[src/hw/rx_flags_pkg.sv]
/*
 Shared constants and carriers for the receive flag and credit return block.
 Assumes a single 20 MHz clock, a synchronous active-high reset and a classic Wishbone slave port.
*/
package rx_flags_pkg;

	// Clock and update timer
	localparam int CLK_KHZ = 20000;
	localparam int UPDATE_TIMER_NS = 30000;
	localparam int UPDATE_TIMER_CYCLES = (UPDATE_TIMER_NS * CLK_KHZ) / 1000000;

	// Widths
	localparam int REGION_W = 7;
	localparam int COUNT_W = 8;
	localparam int ACCUM_W = 12;
	localparam int IRQ_W = 5;

	////////////////////////////////////////////////////////////////////////////
	// Register map, byte addresses
	localparam logic [7:0] THRESHOLD_OFFSET = 8'h00;
	localparam logic [7:0] PAIR64_OFFSET = 8'h04;
	localparam logic [7:0] IRQ_STATUS_OFFSET = 8'h08;
	localparam logic [7:0] IRQ_MASK_OFFSET = 8'h0c;
	localparam logic [7:0] PENDING_LO_OFFSET = 8'h10;
	localparam logic [7:0] PENDING_HI_OFFSET = 8'h14;

	// Reset values
	localparam logic [ACCUM_W-1:0] THRESHOLD_RESET = 12'h020;
	localparam logic [2:0] PAIR64_RESET = 3'h0;
	localparam logic [IRQ_W-1:0] IRQ_MASK_RESET = 5'h00;

	// Interrupt status bit positions
	localparam int IRQ_MALFORMED_BIT = 0;
	localparam int IRQ_UNSUP_TLP_BIT = 1;
	localparam int IRQ_APP_NP_BIT = 2;
	localparam int IRQ_APP_P_BIT = 3;
	localparam int IRQ_FC_SENT_BIT = 4;

	////////////////////////////////////////////////////////////////////////////
	typedef enum logic [1:0] {
		FC_PH = 2'b00,
		FC_PD = 2'b01,
		FC_NPH = 2'b10,
		FC_NPD = 2'b11
	} fc_kind_t;

	typedef enum logic {
		BUS_IDLE = 1'b0,
		BUS_ACK = 1'b1
	} bus_state_t;

	// Header summary from the receive decoder, valid with start
	typedef struct packed {
		logic start;
		logic unsupType;
		logic lenBad;
		logic fmtBad;
		logic [REGION_W-1:0] regionMatch;
	} rx_hdr_t;

	// One flow-control update request toward the DLLP generator
	typedef struct packed {
		logic valid;
		fc_kind_t kind;
		logic [ACCUM_W-1:0] credits;
	} fc_update_t;

endpackage

[src/hw/rx_tlp_flags_credit_return.sv]
/*
 Receive-side TLP flags toward user logic, credit return accounting and flow-control update
 scheduling, with a Wishbone register port and one level interrupt.
 Assumes the receive decoder and user logic run on clk; no input needs synchronising.
*/
`timescale 1ns/10ps
module rx_tlp_flags_credit_return #(
	parameter int TIMER_CYCLES = rx_flags_pkg::UPDATE_TIMER_CYCLES
) (
	// Clock and reset
	input wire logic clk,
	input wire logic rst,
	// Wishbone slave
	input wire logic wb_cyc_i,
	input wire logic wb_stb_i,
	input wire logic wb_we_i,
	input wire logic [7:0] wb_adr_i,
	input wire logic [3:0] wb_sel_i,
	input wire logic [31:0] wb_dat_i,
	output logic [31:0] wb_dat_o,
	output logic wb_ack_o,
	// Receive decoder side
	input wire rx_flags_pkg::rx_hdr_t rxHdrIn,
	// Receive flags toward user logic
	output logic rx_first_beat,
	output logic rx_malformed_flag,
	output logic rx_unsupported_flag,
	output logic [rx_flags_pkg::REGION_W-1:0] rxRegionHit,
	// Credit return from user logic, index 0 posted, 1 non-posted
	input wire logic app_unsup_nonposted,
	input wire logic app_unsup_posted,
	input wire logic [3:0] app_buffer_full,
	input wire logic [1:0] hdr_credit_freed_strobe,
	input wire logic [1:0] data_credit_freed_strobe,
	input wire logic [rx_flags_pkg::COUNT_W-1:0] dataCreditFreedCountP,
	input wire logic [rx_flags_pkg::COUNT_W-1:0] dataCreditFreedCountNp,
	// Update request toward the DLLP generator
	output rx_flags_pkg::fc_update_t fcUpdate,
	// Interrupt
	output logic irq
);

	if (TIMER_CYCLES < 2 || TIMER_CYCLES > 65535) begin
		$error("TIMER_CYCLES out of range");
	end

	localparam logic [15:0] TIMER_LAST = 16'(TIMER_CYCLES - 1);
	localparam logic [rx_flags_pkg::ACCUM_W-1:0] ACCUM_MAX = '1;

	// Saturating credit accumulate, shared by all four types
	function automatic logic [rx_flags_pkg::ACCUM_W-1:0] sat_add(
		input logic [rx_flags_pkg::ACCUM_W-1:0] acc,
		input logic [rx_flags_pkg::COUNT_W-1:0] inc
	);
		logic [rx_flags_pkg::ACCUM_W:0] sum;
		sum = {1'b0, acc} + {5'h00, inc};
		if (sum[rx_flags_pkg::ACCUM_W])
			return ACCUM_MAX;
		return sum[rx_flags_pkg::ACCUM_W-1:0];
	endfunction

	// Fold 64-bit pairs onto their lower region bit
	function automatic logic [rx_flags_pkg::REGION_W-1:0] fold_region(
		input logic [rx_flags_pkg::REGION_W-1:0] match,
		input logic [2:0] pair64
	);
		logic [rx_flags_pkg::REGION_W-1:0] res;
		res = match;
		for (int p = 0; p < 3; p++) begin
			if (pair64[p]) begin
				res[2*p] = match[2*p] | match[2*p+1];
				res[2*p+1] = 1'b0;
			end
		end
		return res;
	endfunction

	////////////////////////////////////////////////////////////////////////////
	// Registers
	logic [rx_flags_pkg::ACCUM_W-1:0] threshold;
	logic [2:0] pair64;
	logic [rx_flags_pkg::IRQ_W-1:0] irqStatus;
	logic [rx_flags_pkg::IRQ_W-1:0] irqMask;
	rx_flags_pkg::bus_state_t busState;
	logic [rx_flags_pkg::ACCUM_W-1:0] accum [4];
	logic [3:0] pend;
	logic [3:0] fullPrev;
	logic [15:0] timerCount;
	logic timerTick;

	logic busWrite;
	logic [rx_flags_pkg::IRQ_W-1:0] irqEvents;
	logic [3:0] addEnable;
	logic [rx_flags_pkg::COUNT_W-1:0] addValue [4];
	logic issue;
	logic [1:0] issueKind;

	assign busWrite = wb_cyc_i && wb_stb_i && wb_we_i && busState == rx_flags_pkg::BUS_IDLE;

	////////////////////////////////////////////////////////////////////////////
	// Wishbone slave: ack one cycle after the request, dropped the next cycle
	always_ff @(posedge clk) begin
		if (rst) begin
			busState <= rx_flags_pkg::BUS_IDLE;
			wb_ack_o <= 1'b0;
			wb_dat_o <= 32'h00000000;
		end else begin
			case (busState)
				rx_flags_pkg::BUS_IDLE: begin
					wb_ack_o <= wb_cyc_i && wb_stb_i;
					if (wb_cyc_i && wb_stb_i)
						busState <= rx_flags_pkg::BUS_ACK;
					case (wb_adr_i)
						rx_flags_pkg::THRESHOLD_OFFSET: wb_dat_o <= {20'h00000, threshold};
						rx_flags_pkg::PAIR64_OFFSET: wb_dat_o <= {29'h00000000, pair64};
						rx_flags_pkg::IRQ_STATUS_OFFSET: wb_dat_o <= {27'h0000000, irqStatus};
						rx_flags_pkg::IRQ_MASK_OFFSET: wb_dat_o <= {27'h0000000, irqMask};
						rx_flags_pkg::PENDING_LO_OFFSET: wb_dat_o <= {4'h0, accum[1], 4'h0, accum[0]};
						rx_flags_pkg::PENDING_HI_OFFSET: wb_dat_o <= {4'h0, accum[3], 4'h0, accum[2]};
						default: wb_dat_o <= 32'h00000000;
					endcase
				end
				rx_flags_pkg::BUS_ACK: begin
					wb_ack_o <= 1'b0;
					busState <= rx_flags_pkg::BUS_IDLE;
				end
				default: begin
					wb_ack_o <= 1'b0;
					busState <= rx_flags_pkg::BUS_IDLE;
				end
			endcase
		end
	end

	// Writes land at the request edge; the ack edge follows with no further effect
	always_ff @(posedge clk) begin
		if (rst) begin
			threshold <= rx_flags_pkg::THRESHOLD_RESET;
			pair64 <= rx_flags_pkg::PAIR64_RESET;
			irqMask <= rx_flags_pkg::IRQ_MASK_RESET;
		end else if (busWrite) begin
			if (wb_adr_i == rx_flags_pkg::THRESHOLD_OFFSET) begin
				if (wb_sel_i[0])
					threshold[7:0] <= wb_dat_i[7:0];
				if (wb_sel_i[1])
					threshold[11:8] <= wb_dat_i[11:8];
			end
			if (wb_adr_i == rx_flags_pkg::PAIR64_OFFSET && wb_sel_i[0])
				pair64 <= wb_dat_i[2:0];
			if (wb_adr_i == rx_flags_pkg::IRQ_MASK_OFFSET && wb_sel_i[0])
				irqMask <= wb_dat_i[rx_flags_pkg::IRQ_W-1:0];
		end
	end

	////////////////////////////////////////////////////////////////////////////
	// Receive flags; rx_first_beat follows the start strobe, the other flags change only with it
	always_ff @(posedge clk) begin
		if (rst) begin
			rx_first_beat <= 1'b0;
			rx_malformed_flag <= 1'b0;
			rx_unsupported_flag <= 1'b0;
			rxRegionHit <= 7'h00;
		end else begin
			rx_first_beat <= rxHdrIn.start;
			if (rxHdrIn.start) begin
				rx_malformed_flag <= rxHdrIn.lenBad | rxHdrIn.fmtBad;
				rx_unsupported_flag <= rxHdrIn.unsupType;
				rxRegionHit <= fold_region(rxHdrIn.regionMatch, pair64);
			end
		end
	end

	////////////////////////////////////////////////////////////////////////////
	// Interrupt status: sticky, write one to clear, a new event wins over the clear
	assign irqEvents = {issue,
		app_unsup_posted,
		app_unsup_nonposted,
		rxHdrIn.start & rxHdrIn.unsupType,
		rxHdrIn.start & (rxHdrIn.lenBad | rxHdrIn.fmtBad)};

	always_ff @(posedge clk) begin
		if (rst) begin
			irqStatus <= 5'h00;
		end else begin
			if (busWrite && wb_adr_i == rx_flags_pkg::IRQ_STATUS_OFFSET && wb_sel_i[0])
				irqStatus <= (irqStatus & ~wb_dat_i[rx_flags_pkg::IRQ_W-1:0]) | irqEvents;
			else
				irqStatus <= irqStatus | irqEvents;
		end
	end

	always_ff @(posedge clk) begin
		if (rst)
			irq <= 1'b0;
		else
			irq <= |(irqStatus & irqMask);
	end

	////////////////////////////////////////////////////////////////////////////
	// Credit accounting
	always_comb begin
		addEnable = {data_credit_freed_strobe[1], hdr_credit_freed_strobe[1],
			data_credit_freed_strobe[0], hdr_credit_freed_strobe[0]};
		addValue[rx_flags_pkg::FC_PH] = 8'h01;
		addValue[rx_flags_pkg::FC_NPH] = 8'h01;
		addValue[rx_flags_pkg::FC_PD] = dataCreditFreedCountP;
		addValue[rx_flags_pkg::FC_NPD] = dataCreditFreedCountNp;
	end

	// Lowest pending type goes first; at most one update per cycle
	always_comb begin
		issue = |pend;
		issueKind = 2'b00;
		for (int k = 3; k >= 0; k--) begin
			if (pend[k])
				issueKind = 2'(k);
		end
	end

	// Credits freed in the issuing cycle stay behind for the next update
	always_ff @(posedge clk) begin
		if (rst) begin
			for (int k = 0; k < 4; k++)
				accum[k] <= 12'h000;
		end else begin
			for (int k = 0; k < 4; k++) begin
				if (issue && issueKind == 2'(k))
					accum[k] <= addEnable[k] ? {4'h0, addValue[k]} : 12'h000;
				else if (addEnable[k])
					accum[k] <= sat_add(accum[k], addValue[k]);
			end
		end
	end

	// Update timer
	always_ff @(posedge clk) begin
		if (rst) begin
			timerCount <= 16'h0000;
			timerTick <= 1'b0;
		end else begin
			timerTick <= timerCount == TIMER_LAST;
			timerCount <= (timerCount == TIMER_LAST) ? 16'h0000 : timerCount + 16'h0001;
		end
	end

	// Pending triggers: buffer full edge, timer with credits, threshold reached
	always_ff @(posedge clk) begin
		if (rst) begin
			pend <= 4'h0;
			fullPrev <= 4'h0;
		end else begin
			fullPrev <= app_buffer_full;
			for (int k = 0; k < 4; k++) begin
				// The issuing kind ignores its own old total, else an empty second update follows
				if ((app_buffer_full[k] && !fullPrev[k])
						|| (!(issue && issueKind == 2'(k)) && ((timerTick && accum[k] != 12'h000)
						|| (threshold != 12'h000 && accum[k] >= threshold))))
					pend[k] <= 1'b1;
				else if (issue && issueKind == 2'(k))
					pend[k] <= 1'b0;
			end
		end
	end

	always_ff @(posedge clk) begin
		if (rst) begin
			fcUpdate <= '0;
		end else begin
			fcUpdate.valid <= issue;
			fcUpdate.kind <= rx_flags_pkg::fc_kind_t'(issueKind);
			fcUpdate.credits <= accum[issueKind];
		end
	end
endmodule

[config.mk]
export PLATFORM = sky130hd
export DESIGN_NAME = rx_tlp_flags_credit_return
export DESIGN_NICKNAME = d
export VERILOG_FILES = /design/src/hw/rx_flags_pkg.sv /design/src/hw/rx_tlp_flags_credit_return.sv
export SDC_FILE = /design/constraint.sdc
export NUM_CORES = 1
export LEC_CHECK = 0
export BUFFER_PORTS_ARGS = -buffer_cell sky130_fd_sc_hd__buf_2
export CAP_MARGIN = 15
export CORE_ASPECT_RATIO = 0.7
export CORE_MARGIN = 8
export CORE_UTILIZATION = 60
export CTS_CLUSTER_SIZE = 10
export DETAILED_ROUTE_END_ITERATION = 16
export PLACE_DENSITY_LB_ADDON = 0.08
export SETUP_SLACK_MARGIN = 0.02
export SYNTH_ARGS = -nofsm -noshare
export SYNTH_HDL_FRONTEND = slang
export SYNTH_SLANG_ARGS = --single-unit
[constraint.sdc]
create_clock -name clk -period 5.3 [get_ports clk]
set_input_delay 1.06 -clock clk [delete_from_list [all_inputs] [get_ports clk]]
set_output_delay 1.06 -clock clk [all_outputs]
set_load 0.01 [all_outputs]
==> qor.log, run 1 <==
[status] status completed
[clock_tree] Max Root-Sink Buffers 2
[finish] ANT cells 0
[placement] quantity of I/O buffers inserted on ports 114
[synth] number of flops mapped to enable cells by yosys 48
[clock_tree] cts bufs inserted 17
[global_routing] via count of the first global-routing pass 7,343
[clock_tree] post-CTS clock slew at the launch and capture registers of the worst setup and hold paths 60 ps
[floorplanning] count of pins on the block boundary 145
[timing] number of endpoints failing setup at the final stage 0
[finish] final instance area 10,200 um2
[drt] Total Routed Length 25.8 mm
[timing] Rel. slew slack 29.0%
[flow_run] Maximum Capacitance Violations 0
[power] Switching Power 1.10 mW
[floorplanning] die outline area 19,100 um2
[power] Comb pwr share 21.4%
[synth] fraction of registers with async set or reset after synthesis 0%
[finish] ratio of cells with drive above 1 in the final layout 18.4%
[clock_tree] Post-CTS Resized 0
[hold_path] worst hold path type reg -> reg
[clock_tree] setup fix buffers added after clock tree synthesis 0
[power] leakage dissipation 4.40 nW
[timing] final critical-path required period 3320 ps
[synth] cell count after synthesis 935
[floorplanning] floorplan die width 162 um
[power] worst ir drop on vdd 0.000234 V
[timing] worst hold margin 447 ps
[synth] number of distinct standard cells referenced by the synthesized netlist 66
[timing] Peak Freq 0.301 GHz
[placement] Placed Area 9590 um2
[synth] Avg Cell Area, Syn 9.56 um2
[drt] DRC violation count after routing 0
[critical_path] maximum fanout count along the critical path 8
[critical_path] startpoint kind of the worst setup timing path input pin
[critical_path] Setup Crit Path Kind in -> reg
[global_routing] met1 demand-to-capacity share in global routing 39.0%
[synth] dominant register cell in the synthesized netlist dfxtp_1
[synth] flip-flop and latch count after synthesis 149
[floorplanning] Floorplan Core Area 14,600 um2
[floorplanning] height of the die 118 um
[timing] final period utilization 62.6%
[synth] area leader, netlist dfxtp_1
[placement] hpwl dp 19.0 mm
[finish] most frequent standard cell in the layout excluding fill and tap cells buf_2
[drt] average detailed-routed wire length per instance 20.9 um
[drt] number of vias per cell 6.33
[global_routing] antenna violations before repair 1
[global_routing] met3 GRT Util 8.77%
[critical_path] data arrival at the endpoint of the critical path 3610 ps
[power] Cell Pwr Density 343 nW/um2
[clock_tree] clock net sink count 149
[synth] proportion of netlist area held by the largest area contributor 22.6%
[clock_tree] clock tree from TritonCTS yes
[power] Clk network pwr share 36.6%
[power] Sequential Power Share 41.9%
[timing] setup clock skew after layout 9.89 ps
[floorplanning] number of rows in the core area 37
[clock_tree] clock latency of the later-clocked register in the worst-skew pair 430 ps
[timing] Sum Neg Setup Slack 0 ps
[synth] number of warning messages in the yosys log 0
[global_routing] leftover overflow at the end of global routing 0
[global_routing] pin count of the biggest net entering global routing 48
[drt] iteration count of the initial detailed-routing pass 5
[finish] synth-to-layout area growth 14.2%
[power] internal power 2.40 mW
[power] net switching share of the total power 31.4%
[timing] actual transition at the worst max-transition pin 1060 ps
[clock_tree] CTS Root Buffer Type clkbuf_16
[clock_tree] number of levels the H-tree was split into 4
[global_routing] overall fraction of global-route tracks in use 26.7%
[finish] most frequent cells in the layout 114 x buf_2, 101 x dfxtp_1, 95 x nor2_1
[global_routing] busiest layer in global routing met1
[drt] Initial DRC Count 907
[synth] post-synthesis sequential area ratio 38.8%
[synth] largest cells by area after synthesis dfxtp_1 23%, edfxtp_1 16%, ha_1 9.7%
[floorplanning] initial core utilization 61.1%
[critical_path] kind of end point of the critical path flip-flop
[timing] setup repair after global routing missed its margin false
[critical_path] required time reported for the critical path endpoint 5590 ps
[synth] cell area after technology mapping 8940 um2
[timing] Max Slew Vio Count 0
[finish] Post-layout nets 1,186
[clock_tree] hold-fix buffer count after cts 0
[placement] final weighted congestion of routability-driven global placement 0.982
[global_routing] global-route wire length before repair 40.6 mm
[drt] via count 7,835
[timing] final hold violation count 0
[global_routing] GR Layer Usage met2 36.2%
[critical_path] worst setup slack for register-to-register paths 2220 ps
[drt] number of nets with antenna violations after routing 0
## area by class of cell
class                   instances  area [um2]
multi-input cells             699        5120
fillers                      1192        4430
flip-flops and latches        149        3460
repair buffers                118         601
clock buffers                  19         444
well taps                     195         244
clock inverters                13         166
inverters                      44         165
## critical path, cell delays in order
cell and delay, ps:
buf_2 100, ha_1 160, inv_1 50, fa_1 400
nand2b_1 190, a211oi_1 490, a22oi_1 220, o21ai_1 600
o221a_2 340
## final timing paths
check | depth (start not counted) | end | from
max | 9 | accum[1][1]$_SDFFCE_PN0P_ | dataCreditFreedCountP[0]
min | 1 | timerCount[0]$_SDFF_PP0_ | timerCount[0]$_SDFF_PP0_
max reg2reg | 8 | accum[1][1]$_SDFFCE_PN0P_ | accum[1][0]$_SDFFCE_PN0P_
min reg2reg | 1 | timerCount[0]$_SDFF_PP0_ | timerCount[0]$_SDFF_PP0_
## through the flow
step,worst slack (ps),total power [mW],utilization (%),instances
2_1_floorplan,2260,1.96,-,942
3_5_place_dp,1630,2.21,65.6,1205
6_report,1980,3.50,69.7,1237
3_3_place_gp,1690,2.19,65.6,1205
4_1_cts,2030,3.48,69.7,1237
5_1_grt,1890,3.63,69.7,1237
## sequential cells by signal (all words and copies together), names as in the netlist, 3 cells and up
register and cells:
pend 4, threshold 12, accum 48, timerCount 16, fcUpdate 15, rxRegionHit 7
pair64 3, irqMask 5, wb_dat_o 24, fullPrev 4, irqStatus 5
## metal layers
metal / vias up / part of all wire, %
met2: 390 / 41
met1: 3727 / 46
met4: 2 / 1.8
met3: 45 / 12
met5: - / 0.066
li1: 3671 / -
## synthesized netlist by cell type, types with 6 or more instances
master / n
a22o_1: 7
dfxtp_1: 101
edfxtp_1: 48
o221a_2: 9
a22oi_1: 23
and4_1: 8
ha_1: 69
a31oi_1: 14
mux4_2: 15
o31ai_1: 6
xor2_1: 19
buf_4: 8
mux2i_1: 32
nor4b_1: 7
o21ai_0: 31
nand2b_1: 14
nor3_1: 28
nor4_1: 13
mux2_2: 9
a211oi_1: 13
clkbuf_1: 34
and3_1: 14
a21oi_1: 55
xnor2_1: 12
and2_1: 6
nand3_1: 31
inv_1: 44
nand2_1: 35
nor2b_1: 33
a21o_1: 18
or3_1: 6
nand4_1: 7
nor2_1: 95
## power by group through the flow
| stage | logic [mW] | registers, mW | clock network (mW) |
|---|---|---|---|
| after floorplan | 0.562 | 1.39 | 0 |
| after global placement | 0.715 | 1.48 | 0 |
| after detailed placement | 0.732 | 1.48 | 0 |
| after CTS | 0.739 | 1.45 | 1.28 |
| after global routing | 0.825 | 1.47 | 1.33 |
| final | 0.750 | 1.47 | 1.28 |
## logic make-up after synthesis
kind of cell    Yosys count  synth area share, %
simple gates            315                 18.6
compound gates          218                 16.7
flops                   149                 38.8
buf+inv                  94                 4.33
fa+ha+maj                71                 10.1
mux                      56                 8.50
xor+xnor                 31                 3.04
other cells               1               0.0420
Power figures use the tool's default switching activity.
==> run 2, diff against run 1 <==
--- a/config.mk
+++ b/config.mk
@@ -9,7 +9,7 @@
 export CAP_MARGIN = 15
 export CORE_ASPECT_RATIO = 0.7
 export CORE_MARGIN = 8
-export CORE_UTILIZATION = 60
+export CORE_UTILIZATION = 52
 export CTS_CLUSTER_SIZE = 10
 export DETAILED_ROUTE_END_ITERATION = 16
 export PLACE_DENSITY_LB_ADDON = 0.08
==> constraint.sdc (replaced) <==
create_clock -name clk -period 2.78 [get_ports clk]
set_input_delay 0.556 -clock clk [delete_from_list [all_inputs] [get_ports clk]]
set_output_delay 0.556 -clock clk [all_outputs]
set_load 0.01 [all_outputs]
==> run 2 against run 1 <==
Compared with the run above: worst hold slack got worse by 89 ps; sequential power is 86% higher; design area rose by 2.7%; die area rose by 14%; global-route usage fell by 2.4 points; worst setup slack got worse by 1600 ps; count of clock-buffer cells in the layout shrank 2; core utilization shrank 8.2 points; flip-flop and latch count did not move.
==> qor.log, run 2 (synthesized netlist as in run 1, its figures left out) <==
[clock_tree] Max Root-Sink Buffers 2
[timing] setup clock skew after layout 9.07 ps
[timing] actual transition at the worst max-transition pin 629 ps
[placement] Placement Setup Slack 140 ps
[drt] average detailed-routed wire length per instance 20.6 um
[critical_path] kind of end point of the critical path flip-flop
[critical_path] Reg2Reg Launch Point accum[1][1]$_SDFFCE_PN0P_
[finish] most frequent cells in the layout 114 x buf_2, 101 x dfxtp_1, 95 x nor2_1
[timing] final critical-path required period 2410 ps
[floorplanning] number of rows in the core area 40
[power] worst ir drop on vdd 0.000395 V
[timing] final critical-path setup slack 366 ps
[placement] hpwl dp 20.5 mm
[global_routing] global-route wire length before repair 42.3 mm
[finish] Post-layout nets 1,215
[clock_tree] clock tree from TritonCTS yes
[clock_tree] setup fix buffers added after clock tree synthesis 0
[finish] synth-to-layout area growth 17.2%
[status] status completed
[global_routing] pin count of the biggest net entering global routing 38
[drt] via count 7,900
[timing] Rel. slew slack 58.1%
[clock_tree] cts bufs inserted 17
[drt] Initial DRC Count 753
[finish] most frequent standard cell in the layout excluding fill and tap cells buf_2
[critical_path] Slowest cell on crit path edfxtp_1
[global_routing] antenna violations before repair 0
[drt] number of nets with antenna violations after routing 0
[clock_tree] Post-CTS Resized 0
[finish] ratio of cells with drive above 1 in the final layout 20.6%
[floorplanning] initial core utilization 52.5%
[clock_tree] CTS Root Buffer Type clkbuf_16
[power] Cell Pwr Density 640 nW/um2
[timing] Max Slew Vio Count 0
[floorplanning] Floorplan Core Area 17,000 um2
[floorplanning] floorplan die width 173 um
[finish] flip-flop count of the largest register after layout 48
[floorplanning] count of pins on the block boundary 145
[hold_path] worst hold path type in -> reg
[critical_path] Critical path origin accum[1][1]$_SDFFCE_PN0P_
[critical_path] maximum fanout count along the critical path 8
[critical_path] Critical Path Max Stage Delay 490 ps
[drt] Total Routed Length 26.8 mm
[critical_path] required time reported for the critical path endpoint 3090 ps
[flow_run] Maximum Capacitance Violations 0
[finish] utilization after layout 61.6%
[critical_path] startpoint kind of the worst setup timing path flip-flop
[placement] quantity of I/O buffers inserted on ports 114
[drt] DRC violation count after routing 0
[clock_tree] clock net sink count 149
[timing] setup repair after global routing missed its margin false
[timing] Sum Neg Setup Slack 0 ps
[timing] final period utilization 86.8%
[floorplanning] die outline area 21,700 um2
[clock_tree] number of levels the H-tree was split into 4
[placement] final weighted congestion of routability-driven global placement 0.932
[timing] number of endpoints failing setup at the final stage 0
[global_routing] overall fraction of global-route tracks in use 24.3%
[clock_tree] post-CTS clock slew at the launch and capture registers of the worst setup and hold paths 80 ps
[timing] Peak Freq 0.414 GHz
[power] leakage dissipation 4.55 nW
[clock_tree] hold-fix buffer count after cts 0
[hold_path] worst hold start rxHdrIn[6]
[finish] ANT cells 0
[critical_path] Setup Crit Path Kind reg -> reg
[clock_tree] clock latency of the later-clocked register in the worst-skew pair 440 ps
[drt] iteration count of the initial detailed-routing pass 5
[floorplanning] height of the die 126 um
[critical_path] delay-heaviest family, CP compound AO/OA/AOI/OAI gates
[critical_path] data arrival at the endpoint of the critical path 2730 ps
[global_routing] leftover overflow at the end of global routing 0
[critical_path] crit path cell chain inv_1 > fa_1 > nand2b_1 > a211oi_1 > a22oi_1 > o21ai_1 > buf_4 > o221a_2
[timing] final hold violation count 0
[finish] leading registers by flop count accum (48), wb_dat_o (24), timerCount (16)
[drt] number of vias per cell 6.07
[finish] largest register by flop count accum
[critical_path] buffers plus inverters on the worst setup path 2
[global_routing] via count of the first global-routing pass 7,375
==> run 2: changes by cell type in the layout (fill, tap and decap cells not counted) <==
cell / previous run / this run
buf_4: 4 / 33
bufinv_16: 3 / 0
clkbuf_2: 1 / 0
clkbuf_8: 1 / 0
clkinv_2: 1 / 0
clkinv_4: 2 / 1
clkinv_8: 0 / 6
inv_12: 0 / 1
inv_4: 3 / 0
inv_6: 4 / 1
inv_8: 0 / 6
==> run 2: tightest hold or removal path, cell delays in order <==
cell	delay (ps)
buf_2	80
mux2i_1	60
nor2_1	80
==> run 2: report_power, final <==
group	switching, mW	internal (mW)
Sequential	0.275	2.45
Combinational	0.855	0.724
Clock	1.16	1.24
==> run 2: path summary, 6_finish.rpt <==
path	endpoint	cells past startpoint	slack, ps
worst min-delay path	rxRegionHit[6]$_SDFFE_PP0P_	3	360
worst min register to register	timerCount[0]$_SDFF_PP0_	1	460
worst max-delay path	accum[1][3]$_SDFFCE_PN0P_	8	370
worst max register to register	accum[1][3]$_SDFFCE_PN0P_	8	370
==> run 2: final cells by class <==
cell class | instances | area [um2]
clock inverter | 15 | 199
multi-input combinational | 699 | 5120
tap | 231 | 289
timing repair buffer | 147 | 818
inverter | 44 | 165
sequential | 149 | 3460
clock buffer | 17 | 425
fill | 1525 | 6540
==> run 2: routing by layer <==
metal | track usage, % | routed length (um) | up-vias
li1 | - | - | 3737
met3 | 5.97 | 2390 | 29
met5 | 0 | 0 | -
met4 | 5.81 | 352 | 0
met1 | 36.9 | 13000 | 3809
met2 | 33.7 | 11000 | 325
==> run 2: per-stage QoR <==
step	std cells	cell area, um2	power, mW	hold WS, ps
global placement	1270	9850	4.28	432
floorplan	942	8960	3.73	418
detailed placement	1270	9850	4.31	446
global route	1302	10500	6.99	365
CTS	1302	10500	6.69	351
finish	1302	10500	6.70	358
